### config.mk
export PLATFORM = sky130hd
export DESIGN_NAME = sbtm_timer
export DESIGN_NICKNAME = d
export VERILOG_FILES = /design/src/sbtm_pkg.sv /design/src/sbtm_timer.sv
export SDC_FILE = /design/constraint.sdc
export NUM_CORES = 1
export LEC_CHECK = 0
export BUFFER_PORTS_ARGS = -buffer_cell sky130_fd_sc_hd__clkbuf_2
export CORE_MARGIN = 1
export CORE_UTILIZATION = 50
export DETAILED_ROUTE_END_ITERATION = 10
export HOLD_SLACK_MARGIN = 0.06
export PLACE_DENSITY = 0.71
export SYNTH_ARGS = -nofsm -noshare
export SYNTH_HDL_FRONTEND = slang
export SYNTH_SLANG_ARGS = --single-unit
### constraint.sdc
create_clock -name hclk -period 4.65 [get_ports hclk]
set_clock_uncertainty 0.15 [all_clocks]
set_input_delay 0.465 -clock hclk [delete_from_list [all_inputs] [get_ports hclk]]
set_output_delay 0.465 -clock hclk [all_outputs]
set_load 0.1 [all_outputs]
### src/sbtm_pkg.sv
// sbtm_pkg: constants for the 16-bit capture/compare timer.
// assumes one AHB-Lite slave per instance, byte registers in word slots.
package sbtm_pkg;
  // register indices; byte address is four times the index
  localparam logic [3:0] IDX_CTRL_B = 4'h1;
  localparam logic [3:0] IDX_CTRL_A = 4'h2;
  localparam logic [3:0] IDX_FLAGS = 4'h3;
  localparam logic [3:0] IDX_CAP1_HI = 4'h4;
  localparam logic [3:0] IDX_CAP1_LO = 4'h5;
  localparam logic [3:0] IDX_CMP1_HI = 4'h6;
  localparam logic [3:0] IDX_CMP1_LO = 4'h7;
  localparam logic [3:0] IDX_CNT_HI = 4'h8;
  localparam logic [3:0] IDX_CNT_LO = 4'h9;
  localparam logic [3:0] IDX_ACNT_HI = 4'hA;
  localparam logic [3:0] IDX_ACNT_LO = 4'hB;
  localparam logic [3:0] IDX_CAP2_HI = 4'hC;
  localparam logic [3:0] IDX_CAP2_LO = 4'hD;
  localparam logic [3:0] IDX_CMP2_HI = 4'hE;
  localparam logic [3:0] IDX_CMP2_LO = 4'hF;
  // control a bit positions
  localparam int A_CAP_IE = 7;
  localparam int A_CMP_IE = 6;
  localparam int A_OVF_IE = 5;
  localparam int A_FORCE2 = 4;
  localparam int A_FORCE1 = 3;
  localparam int A_LVL2 = 2;
  localparam int A_EDGE1 = 1;
  localparam int A_LVL1 = 0;
  // control b bit positions
  localparam int B_PIN1_EN = 7;
  localparam int B_PIN2_EN = 6;
  localparam int B_ONE_PULSE = 5;
  localparam int B_PWM = 4;
  localparam int B_CLK_HI = 3;
  localparam int B_CLK_LO = 2;
  localparam int B_EDGE2 = 1;
  localparam int B_EXT_EDGE = 0;
  // flags register bit positions
  localparam int F_CAP1 = 7;
  localparam int F_CMP1 = 6;
  localparam int F_OVF = 5;
  localparam int F_CAP2 = 4;
  localparam int F_CMP2 = 3;
  localparam int F_DIS = 2;
  // reset and reload values
  localparam logic [7:0] CTRL_RST = 8'h00;
  localparam logic [15:0] CNT_RST = 16'hFFFC;
  localparam logic [15:0] CNT_MAX = 16'hFFFF;
  localparam logic [15:0] CMP_RST = 16'h8000;
  // prescaler terminal counts for /4, /2, /8
  localparam logic [2:0] DIV4_END = 3'h3;
  localparam logic [2:0] DIV2_END = 3'h1;
  localparam logic [2:0] DIV8_END = 3'h7;
  // clock select codes
  typedef enum logic [1:0] {
    SBTM_CLK_DIV4 = 2'b00,
    SBTM_CLK_DIV2 = 2'b01,
    SBTM_CLK_DIV8 = 2'b10,
    SBTM_CLK_EXT = 2'b11
  } sbtm_clk_t;
endpackage

### src/sbtm_timer.sv
// sbtm_timer: 16-bit timer, two captures, two compares, one-pulse, pwm.
// assumes capture and clock pins already synchronous to hclk,
// except the external count clock, which is resynchronised here.
`timescale 1ns/100ps
module sbtm_timer import sbtm_pkg::*; #(
  parameter bit HAS_EXT_PIN = 1'b1
) (
  input wire logic hclk,
  input wire logic hresetn,
  input wire logic hsel,
  input wire logic [31:0] haddr,
  input wire logic [1:0] htrans,
  input wire logic hwrite,
  input wire logic [2:0] hsize,
  input wire logic [31:0] hwdata,
  input wire logic hready,
  output logic [31:0] hrdata,
  output logic hreadyout,
  output logic hresp,
  input wire logic capture_input_one,
  input wire logic capture_input_two,
  input wire logic external_count_clock,
  input wire logic cpu_irq_mask,
  input wire logic wait_mode,
  input wire logic halt_mode,
  output logic compare_output_one,
  output logic compare_output_one_oe,
  output logic compare_output_two,
  output logic compare_output_two_oe,
  output logic timer_irq,
  output logic wait_wakeup
);

  // edge detector shared by captures and external clock
  function automatic logic edge_hit(input logic prev, input logic cur,
                                    input logic rising);
    edge_hit = rising ? (cur & ~prev) : (prev & ~cur);
  endfunction

  logic [7:0] ctrl_a_q; // timer_control_a
  logic [7:0] ctrl_b_q; // timer_control_b
  logic dis_q; // timer_disable_bit
  logic cap1_flag_q, cmp1_flag_q, ovf_flag_q, cap2_flag_q, cmp2_flag_q;
  logic [4:0] armed_q; // flags seen by a status read
  logic [15:0] cnt_q, cnt_d;
  logic [2:0] presc_q;
  logic [15:0] cmp1_q, cmp2_q; // software values
  logic [15:0] cmp1_act_q, cmp2_act_q; // values in use
  logic cmp1_inh_q, cmp2_inh_q; // high written, low pending
  logic [15:0] cap1_q, cap2_q;
  logic cap1_prev_q, cap2_prev_q;
  logic ext_s1_q, ext_s2_q, ext_prev_q;
  logic out1_q, out2_q, oe1_q, oe2_q;
  logic irq_q, wake_q;
  logic [31:0] rdata_q;

  // bus phase bookkeeping
  logic take;
  logic dp_wr_q;
  logic [3:0] dp_idx_q;
  logic [3:0] ap_idx;
  logic ap_rd;
  logic wr_ev;
  logic [7:0] wdat;

  // decoded mode bits, events and access strobes
  logic pwm_on, pulse_on, tick, ext_edge, cnt_write;
  logic cap1_ev, cap2_ev, m1, m2, ovf_ev;
  logic acc_cap1_lo, acc_cmp1_lo, acc_cnt_lo, acc_cap2_lo, acc_cmp2_lo;
  logic irq_raw;
  sbtm_clk_t clk_sel;

  assign take = hsel & htrans[1] & hready;
  assign ap_idx = haddr[5:2];
  assign ap_rd = take & ~hwrite & (haddr[31:6] == 26'h0);
  assign wdat = hwdata[7:0];
  assign wr_ev = dp_wr_q;

  // low-byte accesses by read (address phase) or write (data phase)
  function automatic logic hit(input logic [3:0] idx);
    hit = (ap_rd & (ap_idx == idx)) | (wr_ev & (dp_idx_q == idx));
  endfunction

  // a process, not assigns: hit reads bus state that is not an argument
  always_comb begin
    acc_cap1_lo = hit(IDX_CAP1_LO);
    acc_cmp1_lo = hit(IDX_CMP1_LO);
    acc_cnt_lo = hit(IDX_CNT_LO); // alternate low excluded
    acc_cap2_lo = hit(IDX_CAP2_LO);
    acc_cmp2_lo = hit(IDX_CMP2_LO);
  end
  // counter reset by writing either low counter byte
  assign cnt_write = wr_ev & ((dp_idx_q == IDX_CNT_LO) |
                              (dp_idx_q == IDX_ACNT_LO));

  assign pwm_on = ctrl_b_q[B_PWM]; // pwm wins over one-pulse
  assign pulse_on = ctrl_b_q[B_ONE_PULSE] & ~ctrl_b_q[B_PWM];
  assign clk_sel = sbtm_clk_t'({ctrl_b_q[B_CLK_HI], ctrl_b_q[B_CLK_LO]});
  // only the second and third flop outputs feed the edge detector
  assign ext_edge = edge_hit(ext_prev_q, ext_s2_q,
                             ctrl_b_q[B_EXT_EDGE]);

  // tick select; external mode without a pin never ticks
  always_comb begin
    case (clk_sel)
      SBTM_CLK_DIV4: tick = (presc_q[1:0] == DIV4_END[1:0]);
      SBTM_CLK_DIV2: tick = (presc_q[0] == DIV2_END[0]);
      SBTM_CLK_DIV8: tick = (presc_q == DIV8_END);
      SBTM_CLK_EXT: tick = HAS_EXT_PIN & ext_edge;
      default: tick = 1'b0;
    endcase
    if (dis_q | halt_mode) begin
      tick = 1'b0; // frozen
    end
  end

  // capture edges; capture one is owned by the pulse logic in pwm
  assign cap1_ev = ~pwm_on & edge_hit(cap1_prev_q, capture_input_one,
                   ctrl_a_q[A_EDGE1]);
  assign cap2_ev = edge_hit(cap2_prev_q, capture_input_two,
                   ctrl_b_q[B_EDGE2]);

  // next count and match detection on the value being entered
  always_comb begin
    cnt_d = cnt_q;
    if (tick) begin
      cnt_d = cnt_q + 16'h0001;
    end
    m1 = tick & ~cmp1_inh_q & (cnt_d == cmp1_act_q);
    m2 = tick & ~cmp2_inh_q & (cnt_d == cmp2_act_q);
    ovf_ev = tick & (cnt_q == CNT_MAX);
    if (cnt_write | (pulse_on & cap1_ev)) begin
      cnt_d = CNT_RST; // pulse start
    end else if (pwm_on & m2) begin
      cnt_d = CNT_RST; // period end
    end
  end

  // bus address phase capture, answer always immediate
  always_ff @(posedge hclk or negedge hresetn) begin
    if (!hresetn) begin
      dp_wr_q <= 1'b0;
      dp_idx_q <= 4'h0;
    end else begin
      dp_wr_q <= take & hwrite & (haddr[31:6] == 26'h0);
      dp_idx_q <= ap_idx;
    end
  end

  // read data mux, registered at the address phase edge
  always_ff @(posedge hclk or negedge hresetn) begin
    if (!hresetn) begin
      rdata_q <= 32'h0000_0000;
    end else if (take & ~hwrite) begin
      rdata_q <= 32'h0000_0000; // unmapped reads as zero
      if (ap_rd) begin
        case (ap_idx)
          IDX_CTRL_B: rdata_q[7:0] <= ctrl_b_q;
          IDX_CTRL_A: rdata_q[7:0] <= ctrl_a_q;
          IDX_FLAGS: rdata_q[7:0] <= {cap1_flag_q, cmp1_flag_q,
                       ovf_flag_q, cap2_flag_q, cmp2_flag_q, dis_q, 2'b00};
          IDX_CAP1_HI: rdata_q[7:0] <= cap1_q[15:8];
          IDX_CAP1_LO: rdata_q[7:0] <= cap1_q[7:0];
          IDX_CMP1_HI: rdata_q[7:0] <= cmp1_q[15:8];
          IDX_CMP1_LO: rdata_q[7:0] <= cmp1_q[7:0];
          IDX_CNT_HI, IDX_ACNT_HI: rdata_q[7:0] <= cnt_q[15:8];
          IDX_CNT_LO, IDX_ACNT_LO: rdata_q[7:0] <= cnt_q[7:0];
          IDX_CAP2_HI: rdata_q[7:0] <= cap2_q[15:8];
          IDX_CAP2_LO: rdata_q[7:0] <= cap2_q[7:0];
          IDX_CMP2_HI: rdata_q[7:0] <= cmp2_q[15:8];
          IDX_CMP2_LO: rdata_q[7:0] <= cmp2_q[7:0];
          default: rdata_q[7:0] <= 8'h00;
        endcase
      end
    end
  end

  // control registers and disable bit
  always_ff @(posedge hclk or negedge hresetn) begin
    if (!hresetn) begin
      ctrl_a_q <= CTRL_RST;
      ctrl_b_q <= CTRL_RST;
      dis_q <= 1'b0;
    end else if (wr_ev) begin
      if (dp_idx_q == IDX_CTRL_A) begin
        ctrl_a_q <= wdat;
      end
      if (dp_idx_q == IDX_CTRL_B) begin
        ctrl_b_q <= wdat;
      end
      if (dp_idx_q == IDX_FLAGS) begin
        dis_q <= wdat[F_DIS]; // only writable bit there
      end
    end
  end

  // compare values with high-byte inhibit
  always_ff @(posedge hclk or negedge hresetn) begin
    if (!hresetn) begin
      cmp1_q <= CMP_RST;
      cmp2_q <= CMP_RST;
      cmp1_inh_q <= 1'b0;
      cmp2_inh_q <= 1'b0;
    end else if (wr_ev) begin
      case (dp_idx_q)
        IDX_CMP1_HI: begin
          cmp1_q[15:8] <= wdat;
          cmp1_inh_q <= 1'b1;
        end
        IDX_CMP1_LO: begin
          cmp1_q[7:0] <= wdat;
          cmp1_inh_q <= 1'b0;
        end
        IDX_CMP2_HI: begin
          cmp2_q[15:8] <= wdat;
          cmp2_inh_q <= 1'b1;
        end
        IDX_CMP2_LO: begin
          cmp2_q[7:0] <= wdat;
          cmp2_inh_q <= 1'b0;
        end
        default: begin
        end
      endcase
    end
  end

  // in pwm new values wait for the period end to avoid output spikes
  always_ff @(posedge hclk or negedge hresetn) begin
    if (!hresetn) begin
      cmp1_act_q <= CMP_RST;
      cmp2_act_q <= CMP_RST;
    end else if (~pwm_on | m2) begin
      cmp1_act_q <= cmp1_q;
      cmp2_act_q <= cmp2_q;
    end
  end

  // prescaler, counter and external clock resync
  always_ff @(posedge hclk or negedge hresetn) begin
    if (!hresetn) begin
      presc_q <= 3'h0;
      cnt_q <= CNT_RST;
      ext_s1_q <= 1'b0;
      ext_s2_q <= 1'b0;
      ext_prev_q <= 1'b0;
    end else begin
      ext_s1_q <= external_count_clock;
      ext_s2_q <= ext_s1_q;
      ext_prev_q <= ext_s2_q;
      if (~dis_q & ~halt_mode) begin
        presc_q <= presc_q + 3'h1; // frozen when disabled
      end
      cnt_q <= cnt_d;
    end
  end

  // capture inputs and their value registers
  always_ff @(posedge hclk or negedge hresetn) begin
    if (!hresetn) begin
      cap1_prev_q <= 1'b0;
      cap2_prev_q <= 1'b0;
      cap1_q <= 16'h0000;
      cap2_q <= 16'h0000;
    end else begin
      cap1_prev_q <= capture_input_one;
      cap2_prev_q <= capture_input_two;
      if (cap1_ev) begin
        cap1_q <= cnt_q;
      end
      if (cap2_ev) begin
        cap2_q <= cnt_q;
      end
    end
  end

  // status read arms each flag that is set at that moment
  always_ff @(posedge hclk or negedge hresetn) begin
    if (!hresetn) begin
      armed_q <= 5'h00;
    end else if (ap_rd & (ap_idx == IDX_FLAGS)) begin
      armed_q <= {cap1_flag_q, cmp1_flag_q, ovf_flag_q, cap2_flag_q,
                  cmp2_flag_q};
    end
  end

  // event flags; a set in the clearing cycle wins
  always_ff @(posedge hclk or negedge hresetn) begin
    if (!hresetn) begin
      cap1_flag_q <= 1'b0;
      cmp1_flag_q <= 1'b0;
      ovf_flag_q <= 1'b0;
      cap2_flag_q <= 1'b0;
      cmp2_flag_q <= 1'b0;
    end else begin
      if (cap1_ev | (pwm_on & m2)) begin
        cap1_flag_q <= 1'b1;
      end else if (armed_q[4] & acc_cap1_lo) begin
        cap1_flag_q <= 1'b0;
      end
      // no compare one flag in one-pulse or pwm
      if (m1 & ~pwm_on & ~pulse_on) begin
        cmp1_flag_q <= 1'b1;
      end else if (armed_q[3] & acc_cmp1_lo) begin
        cmp1_flag_q <= 1'b0;
      end
      if (ovf_ev) begin
        ovf_flag_q <= 1'b1;
      end else if (armed_q[2] & acc_cnt_lo) begin
        ovf_flag_q <= 1'b0;
      end
      if (cap2_ev) begin
        cap2_flag_q <= 1'b1;
      end else if (armed_q[1] & acc_cap2_lo) begin
        cap2_flag_q <= 1'b0;
      end
      if (m2 & ~pwm_on) begin
        cmp2_flag_q <= 1'b1;
      end else if (armed_q[0] & acc_cmp2_lo) begin
        cmp2_flag_q <= 1'b0;
      end
    end
  end

  // compare output levels; compares run whatever the pin enables
  always_ff @(posedge hclk or negedge hresetn) begin
    if (!hresetn) begin
      out1_q <= 1'b0;
      out2_q <= 1'b0;
    end else begin
      if (pwm_on | pulse_on) begin
        if ((pwm_on & m2) | (pulse_on & cap1_ev)) begin
          out1_q <= ctrl_a_q[A_LVL2];
        end else if (m1) begin
          out1_q <= ctrl_a_q[A_LVL1];
        end
      end else begin
        if (m1) begin
          out1_q <= ctrl_a_q[A_LVL1];
        end
        if (m2) begin
          out2_q <= ctrl_a_q[A_LVL2];
        end
      end
      // forcing on a control write with the force bit set
      if (wr_ev & (dp_idx_q == IDX_CTRL_A)) begin
        if (wdat[A_FORCE1]) begin
          out1_q <= wdat[A_LVL1];
        end
        if (wdat[A_FORCE2]) begin
          out2_q <= wdat[A_LVL2];
        end
      end
    end
  end

  // pin routing; enables only select the timer onto the pin
  always_ff @(posedge hclk or negedge hresetn) begin
    if (!hresetn) begin
      oe1_q <= 1'b0;
      oe2_q <= 1'b0;
    end else begin
      oe1_q <= ctrl_b_q[B_PIN1_EN] & ~dis_q;
      oe2_q <= ctrl_b_q[B_PIN2_EN] & ~dis_q & ~(pwm_on | pulse_on);
    end
  end

  // one shared request, gated by the cpu mask
  assign irq_raw =
    (ctrl_a_q[A_CAP_IE] & (cap1_flag_q | cap2_flag_q)) |
    (ctrl_a_q[A_CMP_IE] & (cmp1_flag_q | cmp2_flag_q)) |
    (ctrl_a_q[A_OVF_IE] & ovf_flag_q);

  always_ff @(posedge hclk or negedge hresetn) begin
    if (!hresetn) begin
      irq_q <= 1'b0;
      wake_q <= 1'b0;
    end else begin
      irq_q <= irq_raw & ~cpu_irq_mask;
      // halt never woken by the timer
      wake_q <= irq_raw & ~cpu_irq_mask & wait_mode & ~halt_mode;
    end
  end

  // hsize is fixed at word; unused bits of it carry no meaning here
  assign hrdata = rdata_q;
  assign hreadyout = 1'b1;
  assign hresp = 1'b0;
  assign compare_output_one = out1_q;
  assign compare_output_one_oe = oe1_q;
  assign compare_output_two = out2_q;
  assign compare_output_two_oe = oe2_q;
  assign timer_irq = irq_q;
  assign wait_wakeup = wake_q;

endmodule // sbtm_timer

Yosys cells after proc, flatten, opt, wreduce, memory -nomap -nowiden. Index checks and enable logic that the tools add are counted.

Bits in registers: 168. Input port bits: 80. Output and inout port bits: 40. Logic and storage cells: 205.

Add/sub/neg operators: 2. Equality and inequality tests: 34. Multiplexer cells: 31. Bitwise gates (word level): 83. Reductions and logical operators: 20.

Operators by type and width (count): $pmux W8 S13 (1); $and A1 B1 Y1 (52); $eq A4 B4 Y1 const B (13); $mux W16 (3); $eq A16 B16 Y1 (2); $eq A4 B3 Y1 const B (7); $logic_not A26 Y1 (1); $mux W1 (23); $reduce_and A2 Y1 (9); $add A16 B1 Y16 const B (1); $eq A16 B16 Y1 const B (1); $eq A4 B2 Y1 const B (4); $or A1 B1 Y1 (16); $not A1 Y1 (15); $reduce_bool A2 Y1 (7); $eq A4 B1 Y1 const B (2); $mux W8 (1); $eq A2 B2 Y1 const B (3); $pmux W1 S2 (2); $pmux W1 S4 (1); $reduce_or A2 Y1 (2); $add A3 B1 Y3 const B (1); $eq A3 B3 Y1 const B (1); $eq A2 B1 Y1 const B (1); $logic_not A2 Y1 (1).

Depth between registers and ports, before layout.
Word-level depth: 14. Mapped depth: 14.

Worst setup path after synthesis. No wires, ideal clock.

Path kind: register -> register. Start point: reg cnt_q[1]. End point: reg cmp1_act_q[0]. Setup time: 127 ps. Arrival: 2941 ps. Slack: 1431 ps. Cell stages (with the launch flop): 14. Path buffers: 3. Period minus slack after synthesis: 3219 ps. Cells stage by stage: dfrtp_1 ha_1 clkbuf_1 and2_1 clkbuf_1 nand2_1 nor4_1 xnor2_1 xnor2_1 a2111oi_2 nand2_1 nand2_2 buf_6 mux2_1.

Longest elaborated chain between the ends: 5.

RTL lines: from (decl) (line sbtm_timer.sv:45) `logic [15:0] cnt_q, cnt_d;`; from (signal assigned) (line sbtm_timer.sv:254) `cnt_q <= cnt_d;`; $add A16 B1 Y16 (line sbtm_timer.sv:127) `cnt_d = cnt_q + 16'h0001;`; $mux W16 * (line sbtm_timer.sv:126) `if (tick) begin`; $eq A16 B16 Y1 * (line sbtm_timer.sv:130) `m2 = tick & ~cmp2_inh_q & (cnt_d == cmp2_act_q);`; $and A1 B1 Y1 * (line sbtm_timer.sv:130); $or A1 B1 Y1 * (line sbtm_timer.sv:233) `end else if (~pwm_on | m2) begin`; to (signal assigned) (line sbtm_timer.sv:234) `cmp1_act_q <= cmp1_q;`; to (decl) (line sbtm_timer.sv:48) `logic [15:0] cmp1_act_q, cmp2_act_q;`.

Mark *: on every way between the ends. The rest lies on a longest branch, timed or not. A chain may end at the register's enable or synchronous reset.

Worst setup path after layout.
Start point: reg cnt_q[1]. End point: reg cnt_q[0].

Longest elaborated chain between the ends: 7.

RTL lines: $add A16 B1 Y16 (line sbtm_timer.sv:127); $mux W16 * (line sbtm_timer.sv:126); $eq A16 B16 Y1 * (line sbtm_timer.sv:130); $and A1 B1 Y1 * (line sbtm_timer.sv:130); $and A1 B1 Y1 * (line sbtm_timer.sv:134) `end else if (pwm_on & m2) begin`; $mux W16 * (line sbtm_timer.sv:134); $mux W16 * (line sbtm_timer.sv:132) `if (cnt_write | (pulse_on & cap1_ev)) begin`; named net cnt_d[0] (line sbtm_timer.sv:45).

Mark *: on every way through the listed nets, which the timed path passes. The rest lies on a longest branch.

==> impl_metrics.ini <==
[outcome]
status = finished, final reports clean

[route]
wl_per_cell_um = 22.3
drt-pass1-iter-count = 5
totalWireLength_um = 24300
num_vias = 6651
drt.antenna.violating_nets = 0
via_per_inst = 6.10
drt-initial-drc-count = 601
drc = 0

[sta]
layout_min_cycle_time_ns = 4.12
fmax_ghz = 0.243
rsz0062_at_grt = false
setup_viol = 0
setup_ws_ns = 0.531
hold_viol = 0
tightest_slew_ns = 1.20
final_max_slew_viol_count = 0
finalCritPeriodShare_pct = 88.6
tns_ns = 0
maxSlewHeadroom_pct = 19.5

[synth]
synth_xor_area_share_pct = 5.33
synth-seq-cells = 168
syn_area_per_cell_um2 = 11.1
synthMuxAreaShare_pct = 17.0
synth-compound-area-share_pct = 10.5
ys_seq_area_share_pct = 47.8
ys_warn_count = 0
synthArstFlopShare_pct = 100
synth_top_family_by_area = multiplexers
synthCells = 796
synthAdderAreaFrac_pct = 0.425
synth-edff-count = 0
ys.flop_type = dfrtp_1
syn_area_mm2 = 0.00883
synth_cell_type_count = 80
yosys.area_share.simple_pct = 13.7

[clock_network]
cts_max_level = 4
cts_root_buf = clkbuf_16
cts_buffers = 17
path_clk_slew_ns = 0.07
cts_tree = built
cts_buffer_depth = 2
clk_latency_ns = 0.44
cts.sink_count = 168

[global_routing]
grt_usage_pct = 28.9
grt_max_degree = 98
antenna_found_initial = 0
grt_pass1_wl_um = 38400
overflow = 0
grt_pass1_vias = 6325

[pwr]
vdd_drop_max_uv = 298
p_per_area_mw_per_mm2 = 444
p_leak_nw = 4.34

[hold_path]
worstHoldEndpoint = timer_irq$_DFF_PN0_
hold_class = input port to register
holdCritStartpoint = cpu_irq_mask
hold_depth = 2

[worst_setup_path]
reg2reg_to = cnt_q[0]$_DFF_PN0_
worstPathArrival_ns = 4.29
worst-r2r-setup-slack_ns = 0.53
timing.rr.start = cnt_q[1]$_DFF_PN0_
worstRegToRegCells = 9
crit_type = register to register
critPathMaxFanout = 16
endpoint_kind = register
critPathRequiredTime_ns = 4.82
startpoint_type = register

[place]
placed_cells = 1054
place.gp.congestion = 0.878
dpl_worst_slack_ns = 0.628
hpwl_um = 17300
numPortBuffers = 63
placed_area_mm2 = 0.00924

[final_layout]
final_cells = 1090
drive_gt1_share_pct = 26.6
diodes = 0
nNetsFinal = 935
finish.instance_area_mm2 = 0.00985
area_delta_synth_final_pct = 11.5

[floorplan]
die_h_um = 135
die-width_um = 135
start_util_pct = 51.1
num_rows = 48
coreArea_mm2 = 0.0173
die_area_mm2 = 0.0182
ioPinCount = 120

[job]
maxCapViolCount = 0
cell usage in the layout (no fill, tap or decap), drive strengths merged, types with 7 or more instances in the layout:
cell    count
and3        8
o21ai      28
nand4       8
nor2       36
a31oi       8
nor4       16
nand2      88
conb       26
buf        16
dfrtp     150
dfstp      18
nor2b       7
nor3       17
xor2       11
mux2i      18
a21oi      22
nand3      15
a22o       13
clkinv      7
xnor2      35
clkbuf     79
mux2      113
inv        18
worst max-delay path: stages (launching register included):
cell	delay [ns]
dfrtp_1	0.54
ha_1	0.39
and2_1	0.38
nand4_2	0.29
xnor2_1	0.39
o21ai_1	0.13
a2111oi_2	0.73
nand3_2	0.22
and3_1	0.48
and2_1	0.28
how the worst max path moves through the flow:
| stage | from | end | slack [ns] | cells past startpoint |
|---|---|---|---|---|
| 2_1_floorplan | cnt_q[1]$_DFF_PN0_ | cmp1_act_q[0]$_DFFE_PN0P_ | 1.43 | 13 |
| 4_1_cts | cnt_q[1]$_DFF_PN0_ | cnt_q[0]$_DFF_PN0_ | 0.62 | 9 |
| 5_1_grt | cnt_q[1]$_DFF_PN0_ | cnt_q[0]$_DFF_PN0_ | 0.35 | 10 |
| 3_5_place_dp | cnt_q[1]$_DFF_PN0_ | cnt_q[0]$_DFF_PN0_ | 0.63 | 9 |
| 6_report | cnt_q[1]$_DFF_PN0_ | cnt_q[0]$_DFF_PN0_ | 0.53 | 9 |
| 3_3_place_gp | cnt_q[1]$_DFF_PN0_ | cnt_q[0]$_DFF_PN0_ | 0.66 | 10 |
metrics by stage:
stage	power, W	hold WS [ns]	util (%)
3_3_place_gp	0.00297	0.184	53.4
6_report	0.00437	0.0733	56.9
5_1_grt	0.00457	0.0759	56.9
3_5_place_dp	0.00300	0.187	53.4
4_1_cts	0.00436	0.0611	56.9
2_1_floorplan	0.00269	0.0194	-
per-layer routing:
layer,wire [um],GRT usage [%]
met1,10500,40.9
met2,11200,43.7
met3,1830,5.63
met4,826,11.9
met5,0,0
sequential cells by signal (all words and copies together), names as in the netlist, 4 cells and up:
signal      count
cap1_q         16
cap2_q         16
cmp1_act_q     16
cmp1_q         16
cmp2_act_q     16
cmp2_q         16
cnt_q          16
ctrl_a_q        8
ctrl_b_q        8
hrdata          8
armed_q         5
dp_idx_q        4
power by group:
| group | internal (W) | switching (W) | total [W] |
|---|---|---|---|
| Sequential | 0.00169 | 0.000263 | 0.00195 |
| Combinational | 0.000444 | 0.000607 | 0.00105 |
| Clock | 0.000747 | 0.000618 | 0.00137 |
repair_timing:
item                                   CTS  global route
buffers inserted                         0             0
hold buffers                             4             0
endpoints found under the hold margin   81             0
resized for setup                        0             0
Yosys cell counts (all sizes together), types with 4 or more instances:
library cell / instances / area share [%]
dfrtp: 150 / 42
mux2: 113 / 14
nand2: 88 / 3.8
buf: 45 / 3.7
nor2: 36 / 1.5
xnor2: 35 / 3.5
o21ai: 28 / 1.6
clkbuf: 24 / 1.0
a21oi: 22 / 1.2
dfstp: 18 / 5.4
mux2i: 18 / 2.0
nor3: 17 / 1.3
nor4: 16 / 1.1
nand3: 15 / 0.91
a22o: 13 / 1.3
inv: 12 / 0.51
xor2: 11 / 1.1
a31oi: 8 / 0.57
and3: 8 / 0.57
nand4: 8 / 0.78
nor2b: 7 / 0.50
nand2b: 6 / 0.42
a221oi: 5 / 0.50
and2: 5 / 0.35
a22oi: 4 / 0.34
a311oi: 4 / 0.40
a32o: 4 / 0.45
nor4b: 4 / 0.57
o221ai: 4 / 0.40
logic make-up (layout without fill, tap and decap cells):
logic type,Yosys count,after routing
AND/OR/NAND/NOR,230,230
flip-flops,168,168
multiplexers,133,133
AO/OA/AOI/OAI,129,129
buffers and inverters,82,127
XOR/XNOR,49,49
adder cells (fa/ha/maj),3,3
other,2,26
area by class of cell:
cell class,instances,area (um^2)
fillers,1499,7450
multi-input cells,570,4240
flip-flops and latches,168,4230
repair buffers,82,487
clock buffers,17,425
well taps,225,282
clock inverters,15,141
inverters,13,48.8
Note: power is estimated with default switching activity, not from simulation.
